**config.mk**
```make
export PLATFORM = sky130hd
export DESIGN_NAME = zdc_top
export DESIGN_NICKNAME = d
export VERILOG_FILES = /design/src/hw/zdc_pkg.sv /design/src/hw/zdc_strobe.sv /design/src/hw/zdc_top.sv
export SDC_FILE = /design/constraint.sdc
export NUM_CORES = 2
export LEC_CHECK = 0
export BUFFER_PORTS_ARGS = -buffer_cell sky130_fd_sc_hd__clkbuf_2
export CAP_MARGIN = 20
export CORE_MARGIN = 5
export CORE_UTILIZATION = 58
export CTS_CLUSTER_SIZE = 28
export DETAILED_ROUTE_END_ITERATION = 8
export PLACE_DENSITY = 0.82
export SYNTH_ARGS = -nofsm -noshare
export SYNTH_HDL_FRONTEND = slang
export SYNTH_SLANG_ARGS = --single-unit
```
**constraint.sdc**
```tcl
create_clock -name clk_sys -period 10.5 [get_ports clk_sys]
set_input_delay 2.1 -clock clk_sys [delete_from_list [all_inputs] [get_ports clk_sys]]
set_output_delay 2.1 -clock clk_sys [all_outputs]
set_load 0.02 [all_outputs]
```
**src/hw/zdc_pkg.sv**
```systemverilog
// package: register offsets, field positions, widths and opcodes for the zoom/decimation control block
package zdc_pkg;
  localparam logic [5:0] OFF_COUNT_LOW    = 6'h28;
  localparam logic [5:0] OFF_COUNT_BYTE1  = 6'h2a;
  localparam logic [5:0] OFF_COUNT_BYTE2  = 6'h2c;
  localparam logic [5:0] OFF_COUNT_TOP    = 6'h2e;
  localparam logic [5:0] OFF_COARSE_HIGH  = 6'h30;
  localparam logic [5:0] OFF_COARSE_LOW   = 6'h32;
  localparam logic [5:0] OFF_FINE_BYTE3   = 6'h34;
  localparam logic [5:0] OFF_FINE_BYTE2   = 6'h36;
  localparam logic [5:0] OFF_FINE_BYTE1   = 6'h38;
  localparam logic [5:0] OFF_FINE_BYTE0   = 6'h3a;
  localparam logic [5:0] OFF_CONV_CTRL    = 6'h26;
  localparam logic [5:0] OFF_ZOOM_CTRL    = 6'h3c;
  localparam logic [5:0] OFF_LO_XFER      = 6'h3e;
  localparam int COUNT_W      = 25;
  localparam int COARSE_W     = 11;
  localparam int FINE_W       = 29;
  localparam int ACC_W        = COARSE_W + FINE_W;
  localparam int STAGE_W      = 5;
  localparam int MODE_LSB     = 5;
  localparam int SHIFT_LSB    = 8;
  localparam int ALT_BIT      = 10;
  localparam int COARSE_LO_LSB = 5;
  localparam int FINE_LO_LSB  = 3;
  localparam int OPC_W        = 4;
  localparam logic [2:0] MODE_RESET      = 3'h0;
  localparam logic [2:0] MODE_CALIBRATED = 3'h7;
  localparam logic [4:0] STAGE_MAX       = 5'h18;
  localparam logic [OPC_W-1:0] OPC_NOP   = 4'h0;
  localparam logic [2:0] MODE_RST_VAL    = 3'h0;
  localparam logic [4:0] STAGE_RST_VAL   = 5'h00;
endpackage

```
**src/hw/zdc_strobe.sv**
```systemverilog
// module: one-cycle pulse on the rising edge of a bus-side request level
module zdc_strobe
  import zdc_pkg::*;
(
  input  wire logic clk_sys,
  input  wire logic rst,
  input  wire logic req,
  output logic      pulse
);
  logic req_q;
  always_ff @(posedge clk_sys or posedge rst) begin
    if (rst) begin
      req_q <= 1'b0;
      pulse <= 1'b0;
    end else begin
      req_q <= req;
      pulse <= req & ~req_q;
    end
  end
endmodule

```
**src/hw/zdc_top.sv**
```systemverilog
// module: zoom/decimation control, staging registers and frequency shifter
//
// Notes on behaviour
// - 3-bit converter mode; 0 resets, 1 uncalibrated, 2-6 partial corrections, 7 calibrated.
// - 25-bit captured count read as bytes at 28H, 2AH, 2CH, 2EH bit 0.
// - bits 9-8 of read word at 28H give the trigger shift value.
// - bit 10 of read word at 28H gives the alternate count flag.
// - captured count, shift and alternate flag hold after a trigger.
// - stage select is low five bits written at 28H; 0 bypasses decimation.
// - stage N in 1..24 sets trigger bandwidth to rate over 2^(N+1).
// - any write to 2AH clears all decimation filter state.
// - filter clear leaves the decimation pattern counter unchanged.
// - any write to 2CH copies decimation counter into captured count.
// - each sample is multiplied by cosine plus j sine of the phase.
// - every sample adds working frequency to working phase, except in a cycle where a recall strobe (opcodes 2-7) wins.
// - working phase and frequency are only reached through staging registers.
// - coarse staging is 11 bits in two bytes; upper access byte ignored.
// - low three coarse bits sit in bits 7:5 at 32H; others read zero.
// - fine staging is 29 bits over 34H..3AH; upper access byte ignored.
// - low three bits at 3AH read zero and are ignored on writes.
// - staging registers store from or recall into working registers.
// - 4-bit opcode selects transfer; 0 does nothing.
// - a transfer strobe write acts on the next clock cycle.
module zdc_top
  import zdc_pkg::*;
(
  input  wire logic                clk_sys,
  input  wire logic                rst,
  input  wire logic [5:0]          bus_addr,
  input  wire logic [15:0]         bus_wdata,
  input  wire logic                bus_wr,
  input  wire logic                bus_rd,
  output logic      [15:0]         bus_rdata,
  input  wire logic                sample_valid,
  input  wire logic signed [15:0]  sample_in,
  input  wire logic                trigger_event,
  input  wire logic [1:0]          trigger_shift_in,
  output logic      [2:0]          converter_mode_select,
  output logic                     converter_reset,
  output logic      [4:0]          stage_select,
  output logic                     decimation_bypass,
  output logic      [4:0]          trigger_bw_exponent,
  output logic                     filter_clear,
  output logic      [COUNT_W-1:0]  decim_counter,
  output logic                     shifted_valid,
  output logic signed [15:0]       shifted_re,
  output logic signed [15:0]       shifted_im
);
  logic [COUNT_W-1:0] captured_decimation_count;
  logic [1:0]         trigger_shift;
  logic               alternate_count_flag;
  logic [COARSE_W-1:0] coarse_stage;
  logic [FINE_W-1:0]   fine_stage;
  logic [ACC_W-1:0]    work_freq;
  logic [ACC_W-1:0]    work_phase;
  logic [OPC_W-1:0]    xfer_opcode;
  logic clear_req, capture_req, xfer_req;
  logic clear_pulse, capture_pulse;
  logic trig_q;
  logic trig_rise;
  logic wr_hit_clear, wr_hit_capture, wr_hit_xfer;

  // write strobe levels, high as long as the write lasts; clear and capture are turned to clean pulses below
  assign wr_hit_clear   = bus_wr && bus_addr == OFF_COUNT_BYTE1;
  assign wr_hit_capture = bus_wr && bus_addr == OFF_COUNT_BYTE2;
  assign wr_hit_xfer    = bus_wr && bus_addr == OFF_LO_XFER;
  assign clear_req      = wr_hit_clear;
  assign capture_req    = wr_hit_capture;
  assign xfer_req       = wr_hit_xfer;
  assign trig_rise      = trigger_event & ~trig_q;

  zdc_strobe u_clear (
    .clk_sys (clk_sys),
    .rst     (rst),
    .req     (clear_req),
    .pulse   (clear_pulse)
  );

  zdc_strobe u_capture (
    .clk_sys (clk_sys),
    .rst     (rst),
    .req     (capture_req),
    .pulse   (capture_pulse)
  );

  // converter mode, stage select and zoom opcode
  always_ff @(posedge clk_sys or posedge rst) begin
    if (rst) begin
      converter_mode_select <= MODE_RST_VAL;
      converter_reset       <= 1'b1;
      stage_select          <= STAGE_RST_VAL;
      decimation_bypass     <= 1'b1;
      trigger_bw_exponent   <= 5'h01;
      xfer_opcode           <= OPC_NOP;
    end else begin
      if (bus_wr && bus_addr == OFF_CONV_CTRL) begin
        converter_mode_select <= bus_wdata[MODE_LSB +: 3];
        converter_reset       <= bus_wdata[MODE_LSB +: 3] == MODE_RESET;
      end
      if (bus_wr && bus_addr == OFF_COUNT_LOW) begin
        stage_select        <= bus_wdata[STAGE_W-1:0];
        decimation_bypass   <= bus_wdata[STAGE_W-1:0] == 5'h00;
        // exponent N+1; values above 24 are not defined, so they are just passed on
        trigger_bw_exponent <= bus_wdata[STAGE_W-1:0] + 5'h01;
      end
      if (bus_wr && bus_addr == OFF_ZOOM_CTRL)
        xfer_opcode <= bus_wdata[OPC_W-1:0];
    end
  end

  // filter clear pulse goes out; the pattern counter is left alone by it
  always_ff @(posedge clk_sys or posedge rst) begin
    if (rst)
      filter_clear <= 1'b0;
    else
      filter_clear <= clear_pulse;
  end

  // decimation pattern counter, advanced per sample only while decimation is not bypassed
  always_ff @(posedge clk_sys or posedge rst) begin
    if (rst)
      decim_counter <= '0;
    else if (sample_valid && !decimation_bypass)
      decim_counter <= decim_counter + 25'h0000001;
  end

  // count and flag captured on software strobe or trigger, shift on trigger only, held otherwise
  always_ff @(posedge clk_sys or posedge rst) begin
    if (rst) begin
      trig_q                    <= 1'b0;
      captured_decimation_count <= '0;
      trigger_shift             <= 2'h0;
      alternate_count_flag      <= 1'b0;
    end else begin
      trig_q <= trigger_event;
      if (capture_pulse || trig_rise) begin
        captured_decimation_count <= decim_counter;
        alternate_count_flag      <= decim_counter[0];
      end
      if (trig_rise)
        trigger_shift <= trigger_shift_in;
    end
  end

  // staging registers: bus writes, or store from working registers
  always_ff @(posedge clk_sys or posedge rst) begin
    if (rst) begin
      coarse_stage <= '0;
      fine_stage   <= '0;
    end else if (xfer_req && xfer_opcode != OPC_NOP &&
                 (xfer_opcode == 4'h1 || xfer_opcode[3])) begin
      if (xfer_opcode == 4'h1) begin
        coarse_stage <= work_freq[ACC_W-1 -: COARSE_W];
        fine_stage   <= work_phase[FINE_W-1:0];
      end else begin
        if (xfer_opcode != 4'h9 && xfer_opcode != 4'hc && xfer_opcode != 4'hd)
          coarse_stage <= (xfer_opcode == 4'hb || xfer_opcode == 4'hf) ?
                          work_phase[ACC_W-1 -: COARSE_W] : work_freq[ACC_W-1 -: COARSE_W];
        // opcodes 8, 10 and 11 store the coarse part only, so the fine stage keeps its value
        if (xfer_opcode != 4'h8 && xfer_opcode != 4'ha && xfer_opcode != 4'hb)
          fine_stage <= (xfer_opcode == 4'hd || xfer_opcode == 4'hf || xfer_opcode == 4'h9) ?
                        work_phase[FINE_W-1:0] : work_freq[FINE_W-1:0];
      end
    end else if (bus_wr) begin
      unique case (bus_addr)
        OFF_COARSE_HIGH: coarse_stage[COARSE_W-1:3] <= bus_wdata[7:0];
        OFF_COARSE_LOW:  coarse_stage[2:0] <= bus_wdata[7:COARSE_LO_LSB];
        OFF_FINE_BYTE3:  fine_stage[28:21] <= bus_wdata[7:0];
        OFF_FINE_BYTE2:  fine_stage[20:13] <= bus_wdata[7:0];
        OFF_FINE_BYTE1:  fine_stage[12:5]  <= bus_wdata[7:0];
        OFF_FINE_BYTE0:  fine_stage[4:0]   <= bus_wdata[7:FINE_LO_LSB];
        default: ;
      endcase
    end
  end

  // working registers: recall on strobe (acts the cycle after the write), else accumulate
  always_ff @(posedge clk_sys or posedge rst) begin
    if (rst) begin
      work_freq  <= '0;
      work_phase <= '0;
    end else begin
      if (xfer_req && xfer_opcode >= 4'h2 && xfer_opcode <= 4'h7) begin
        unique case (xfer_opcode)
          4'h2: work_freq[ACC_W-1 -: COARSE_W]  <= coarse_stage;
          4'h3: work_phase[ACC_W-1 -: COARSE_W] <= coarse_stage;
          4'h4: work_freq[FINE_W-1:0]           <= fine_stage;
          4'h5: work_phase[FINE_W-1:0]          <= fine_stage;
          4'h6: work_freq                       <= {coarse_stage, fine_stage};
          default: work_phase                   <= {coarse_stage, fine_stage};
        endcase
      end else if (sample_valid) begin
        work_phase <= work_phase + work_freq;
      end
    end
  end

  // quarter-wave cosine/sine from top phase bits, kept coarse to save area
  function automatic logic signed [15:0] zdc_cos(input logic [7:0] ph);
    logic [5:0]  idx;
    logic signed [15:0] mag;
    idx = ph[5:0];
    mag = 16'sh7fff - $signed({1'b0, idx, 9'h000}) / 16'sh0040 * idx;
    unique case (ph[7:6])
      2'b00: zdc_cos = mag;
      2'b01: zdc_cos = -$signed({1'b0, idx, 9'h000});
      2'b10: zdc_cos = -mag;
      default: zdc_cos = $signed({1'b0, idx, 9'h000});
    endcase
  endfunction

  function automatic logic signed [15:0] zdc_mul(input logic signed [15:0] a, input logic signed [15:0] b);
    logic signed [31:0] p;
    p = a * b;
    zdc_mul = p[30:15];
  endfunction

  // complex mixer output registered
  always_ff @(posedge clk_sys or posedge rst) begin
    if (rst) begin
      shifted_valid <= 1'b0;
      shifted_re    <= '0;
      shifted_im    <= '0;
    end else begin
      shifted_valid <= sample_valid;
      if (sample_valid) begin
        shifted_re <= zdc_mul(sample_in, zdc_cos(work_phase[ACC_W-1 -: 8]));
        shifted_im <= zdc_mul(sample_in, zdc_cos(work_phase[ACC_W-1 -: 8] - 8'h40));
      end
    end
  end

  // read port; working registers have no address of their own
  always_ff @(posedge clk_sys or posedge rst) begin
    if (rst)
      bus_rdata <= 16'h0000;
    else if (bus_rd) begin
      unique case (bus_addr)
        OFF_COUNT_LOW:   bus_rdata <= {5'h00, alternate_count_flag, trigger_shift,
                                       captured_decimation_count[7:0]};
        OFF_COUNT_BYTE1: bus_rdata <= {8'h00, captured_decimation_count[15:8]};
        OFF_COUNT_BYTE2: bus_rdata <= {8'h00, captured_decimation_count[23:16]};
        OFF_COUNT_TOP:   bus_rdata <= {15'h0000, captured_decimation_count[24]};
        OFF_COARSE_HIGH: bus_rdata <= {8'h00, coarse_stage[COARSE_W-1:3]};
        OFF_COARSE_LOW:  bus_rdata <= {8'h00, coarse_stage[2:0], 5'h00};
        OFF_FINE_BYTE3:  bus_rdata <= {8'h00, fine_stage[28:21]};
        OFF_FINE_BYTE2:  bus_rdata <= {8'h00, fine_stage[20:13]};
        OFF_FINE_BYTE1:  bus_rdata <= {8'h00, fine_stage[12:5]};
        OFF_FINE_BYTE0:  bus_rdata <= {8'h00, fine_stage[4:0], 3'h0};
        default:         bus_rdata <= 16'h0000;
      endcase
    end
  end

  property p_clear_pulse;
    @(posedge clk_sys) disable iff (rst)
      wr_hit_clear && !$past(wr_hit_clear) |-> ##2 filter_clear;
  endproperty
  a_clear_pulse: assert property (p_clear_pulse) else $error("clear write gave no pulse");

  property p_clear_single;
    @(posedge clk_sys) disable iff (rst) filter_clear |=> !filter_clear;
  endproperty
  a_clear_single: assert property (p_clear_single) else $error("clear pulse too long");

  property p_counter_kept;
    @(posedge clk_sys) disable iff (rst)
      filter_clear && !sample_valid |=> $stable(decim_counter);
  endproperty
  a_counter_kept: assert property (p_counter_kept) else $error("clear moved counter");

  property p_capture;
    @(posedge clk_sys) disable iff (rst)
      capture_pulse && !trig_rise |=> captured_decimation_count == $past(decim_counter);
  endproperty
  a_capture: assert property (p_capture) else $error("capture wrong");

  property p_hold;
    @(posedge clk_sys) disable iff (rst)
      !capture_pulse && !trig_rise |=> $stable(captured_decimation_count);
  endproperty
  a_hold: assert property (p_hold) else $error("captured count moved");

  property p_accum;
    @(posedge clk_sys) disable iff (rst)
      sample_valid && !xfer_req |=> work_phase == $past(work_phase) + $past(work_freq);
  endproperty
  a_accum: assert property (p_accum) else $error("phase not advanced");

  property p_bypass;
    @(posedge clk_sys) disable iff (rst) decimation_bypass == (stage_select == 5'h00);
  endproperty
  a_bypass: assert property (p_bypass) else $error("bypass mismatch");

  property p_mode_reset;
    @(posedge clk_sys) disable iff (rst) converter_reset == (converter_mode_select == MODE_RESET);
  endproperty
  a_mode_reset: assert property (p_mode_reset) else $error("converter reset mismatch");

  property p_recall;
    @(posedge clk_sys) disable iff (rst)
      xfer_req && xfer_opcode == 4'h6 |=> work_freq == {$past(coarse_stage), $past(fine_stage)};
  endproperty
  a_recall: assert property (p_recall) else $error("recall failed");

  property p_recall_phase;
    @(posedge clk_sys) disable iff (rst)
      xfer_req && xfer_opcode == 4'h7 |=> work_phase == {$past(coarse_stage), $past(fine_stage)};
  endproperty
  a_recall_phase: assert property (p_recall_phase) else $error("phase recall failed");

  property p_store_coarse_only;
    @(posedge clk_sys) disable iff (rst)
      xfer_req && xfer_opcode == 4'h8 |=> $stable(fine_stage);
  endproperty
  a_store_coarse_only: assert property (p_store_coarse_only) else $error("coarse store moved fine stage");

  property p_store_phase;
    @(posedge clk_sys) disable iff (rst)
      xfer_req && xfer_opcode == 4'hf |=> coarse_stage == $past(work_phase[ACC_W-1 -: COARSE_W]) &&
                                            fine_stage == $past(work_phase[FINE_W-1:0]);
  endproperty
  a_store_phase: assert property (p_store_phase) else $error("phase store failed");

  property p_nop_xfer;
    @(posedge clk_sys) disable iff (rst)
      xfer_req && xfer_opcode == OPC_NOP && !sample_valid |=>
        $stable(work_freq) && $stable(work_phase) && $stable(coarse_stage) && $stable(fine_stage);
  endproperty
  a_nop_xfer: assert property (p_nop_xfer) else $error("no-op transfer changed a register");

  property p_trig_shift;
    @(posedge clk_sys) disable iff (rst) trig_rise |=> trigger_shift == $past(trigger_shift_in);
  endproperty
  a_trig_shift: assert property (p_trig_shift) else $error("trigger shift not captured");
endmodule

```
==> results.md <==
* Status: finished, final reports clean
* Worst Hold Class: reg2reg
* Top_reg_cell synth: dfrtp_1
* Area after DPL at around 0.033 sq mm
* Root Driver: clkbuf_16
* CTS max path bufs at 3
* Number of detailed-route iterations in the first pass at 6
* Pin count of the biggest net entering global routing at 119
* Hold depth at 0
* Cell Rows at 85
* Clock transition at path regs at roughly 60 ps
* Max FO, Critical Path at 8
* Worst-margin pin slew at 977 ps
* YS warnings at 0
* Max Slew Vio Count at 0
* FF-to-FF setup slack at a little under 500 ps
* Total number of vias at ~23000
* Die W at around 240 microns
* CP top delay family: adder cells
* CP bufs+invs at 3
* H-tree depth at 1
* DIE AREA at between 0.05 and 0.06 sq mm
* Fin crit share at between 90% and 100%
* Clock latency on the worst-skew pair at about 570 ps
* Cells after synthesis at 3355
* Post-Route WL at ~74 mm
* Slowest-stage cell, CP: a21oi_1
* Post-Synth XOR/XNOR Area at 3.39%
* Worst Path Required at ~11000 ps
* Filler instances at around 4400
* Mux contribution to synthesized area at around 5.1%
* Post-synth EDFFs at 0
* Ant. Diodes at 0
* Yosys reg bits at approximately 240
* Global Route Usage Sum at ~25%
* Sequential fraction of the synthesis area at about a fifth
* P&R area growth vs syn at 7.39%
* Max_cap viols at 0
* Final Instance Area at between 0.03 and 0.04 sq mm
* Max-slew headroom at the worst pin at between 30% and 40%
* Multi-input logic area at roughly 0.023 sq mm
* Worst Hold Path EP: filter_clear
* Post-synth cell types at slightly below 70
* Mean post-synth cell area at roughly 9.5 sq um
* Final Hold Viols at 0
* Nets at around 4200
* RSZ-0062 raised after global routing: false
* First DRT Iteration DRCs at 1850
* Leading cell types in the layout, fill and taps excluded: 668 x inv_1, 515 x fa_1, 419 x nand2_1, 236 x dfrtp_1, 217 x ha_1
* Register Area at ~0.0060 sq mm
* Critical path endpoint category: flip-flop
* Pre-CTS WS at 290 ps
* GRT Residual Overflow at 0
* CP startpoint kind: flip-flop
* Worst path max stage delay at 570 ps
* Max Fclk at approximately 100 MHz
* Ys async rst share at 100%
* Core Region at between 0.05 and 0.06 sq mm
* DRC violations left at 0
* Adder-cell share of the synthesized area at between 40% and 50%
* First-pass GRT wire length at ~120 mm
* CTS tree: done
* Starting Density at 58.8%
* Post-Route Setup TNS at 0 ps
* Via density at 5.69
* GP Congestion at approximately 0.94
* Number of antenna violations at the first check in global routing at 1
* CTS buffer count at 28
* Reg2Reg Capture Point: shifted_im[15]
* Top cell by count, worst path: fa_1
* Clk sinks at 241
* Clock skew at about 22 ps
* Worst EP arrival at ~10000 ps
* DP Cell Count at slightly above 4000
* Avg WL per Cell at 17.9 microns
* Num ports at 136
* Layout Cells excl Fill at slightly above 4000
* Port buffer count at around 120
* Synth Area in Simple Gates at between 10% and 20%
* # setup viols final at 0
* Die H at ~240 microns
* Mapped cell area at 0.0318 sq mm
* CP Class: reg2reg
* DP HPWL at around 57 mm
* Min-delay src: u_clear.pulse
* Fin crit period at around 10000 ps
* Commonest non-fill, non-tap cell in the layout: inv_1
* Combinational family with the most area after synthesis: adder cells
* Compound-cell area share of the yosys netlist at a little under a tenth
* Post-route ant nets at 0
* Worst reg-to-reg path cell count at 31
* Final WS setup at between 400 and 500 ps
* Reg-to-Reg Start: work_phase[37]
* Vias in the first global route at between 20000 and 30000
* Share of layout cells above drive strength 1 at a little over a tenth
==> routing by layer <==
layer | vias up | wire length, microns | part of all wire (%) | GRT usage [%]
li1 | 10600 | - | - | -
met1 | 11900 | 28800 | 39 | 32.6
met2 | 763 | 37300 | 51 | 44.2
met3 | 178 | 4630 | 6.3 | 3.14
met4 | 0 | 3060 | 4.1 | 9.34
met5 | - | 0 | 0 | 0
==> area by class of cell <==
type / instances / share of cell area (%)
clock buffer: 37 / 2.27
sequential: 241 / 17.7
multi-input combinational: 2297 / 66.5
clock inverter: 14 / 0.653
inverter: 669 / 7.38
tap: 696 / 2.55
timing repair buffer: 174 / 2.96
==> how the worst max path moves through the flow <==
stage,from,endpoint,slack [ps],cells after the start
6_report,work_phase[37],shifted_im[15],490,31
5_1_grt,work_phase[33],shifted_im[15],4,36
2_1_floorplan,work_phase[36],shifted_im[15],810,34
4_1_cts,work_phase[33],shifted_im[15],270,32
3_5_place_dp,work_phase[33],shifted_im[15],290,32
3_3_place_gp,work_phase[33],shifted_im[15],450,32
==> registers in the layout (all words and copies together), names as in the netlist <==
register                   cells
bus_rdata                     11
captured_decimation_count     25
coarse_stage                  11
converter_mode_select          3
converter_reset                1
decim_counter                 25
decimation_bypass              1
filter_clear                   1
fine_stage                    29
shifted_im                    16
shifted_re                    16
shifted_valid                  1
stage_select                   5
trig_q                         1
trigger_bw_exponent            5
trigger_shift                  2
u_capture.pulse                1
u_capture.req_q                1
u_clear.pulse                  1
u_clear.req_q                  1
work_freq                     40
work_phase                    40
xfer_opcode                    4
==> logic make-up (layout without fill, tap and decap cells) <==
group / after synthesis / after routing
AO/OA/AOI/OAI: 432 / 432
XOR/XNOR: 123 / 123
adder cells (fa/ha/maj): 732 / 732
buffers and inverters: 821 / 894
flip-flops: 241 / 241
multiplexers: 147 / 147
other: 1 / 5
AND/OR/NAND/NOR: 858 / 858
==> metrics by stage <==
step | hold WS [ps] | utilization (%)
2_1_floorplan | 331 | -
3_5_place_dp | 340 | 61.2
5_1_grt | 382 | 63.1
4_1_cts | 366 | 63.1
3_3_place_gp | 336 | 61.2
6_report | 365 | 63.1
==> what timing repair did <==
item	in CTS	in global routing
resized for setup	0	8
endpoints found under the setup margin	0	9
setup buffers	0	2
hold buffers	0	0
==> synthesized netlist by cell type, types with 4 or more instances <==
| cell type | count | area (sq um) |
|---|---|---|
| a22oi_1 | 22 | 165 |
| ha_1 | 217 | 2720 |
| and3_1 | 18 | 113 |
| or2_2 | 11 | 68.8 |
| and4_1 | 4 | 35.0 |
| a311oi_1 | 35 | 307 |
| o22ai_1 | 9 | 56.3 |
| a2111oi_0 | 4 | 35.0 |
| buf_1 | 8 | 30.0 |
| inv_1 | 669 | 2510 |
| a221oi_1 | 14 | 123 |
| o21ai_0 | 82 | 410 |
| o31a_1 | 5 | 43.8 |
| nand4_1 | 10 | 62.6 |
| xor2_1 | 37 | 324 |
| nand3_1 | 35 | 175 |
| and2_1 | 141 | 882 |
| xnor2_1 | 86 | 753 |
| buf_4 | 5 | 37.5 |
| o21bai_1 | 7 | 52.6 |
| nor2b_1 | 54 | 338 |
| o21a_1 | 8 | 60.1 |
| o211ai_1 | 6 | 45.0 |
| mux2_2 | 116 | 1310 |
| dfrtp_1 | 238 | 5960 |
| a21o_1 | 65 | 488 |
| a211oi_1 | 12 | 90.1 |
| nand2_1 | 419 | 1570 |
| nor2_1 | 120 | 450 |
| mux2i_1 | 31 | 310 |
| a222oi_1 | 6 | 60.1 |
| o21ai_1 | 7 | 35.0 |
| a21oi_1 | 98 | 490 |
| nand2b_1 | 13 | 81.3 |
| nor3_1 | 16 | 80.1 |
| a31oi_1 | 21 | 131 |
| fa_1 | 515 | 10300 |
| o31ai_1 | 4 | 30.0 |
| clkbuf_1 | 139 | 522 |
Power is not shown: default switching activity piles up to over one toggle a cycle in this logic, so the estimate is an artifact.
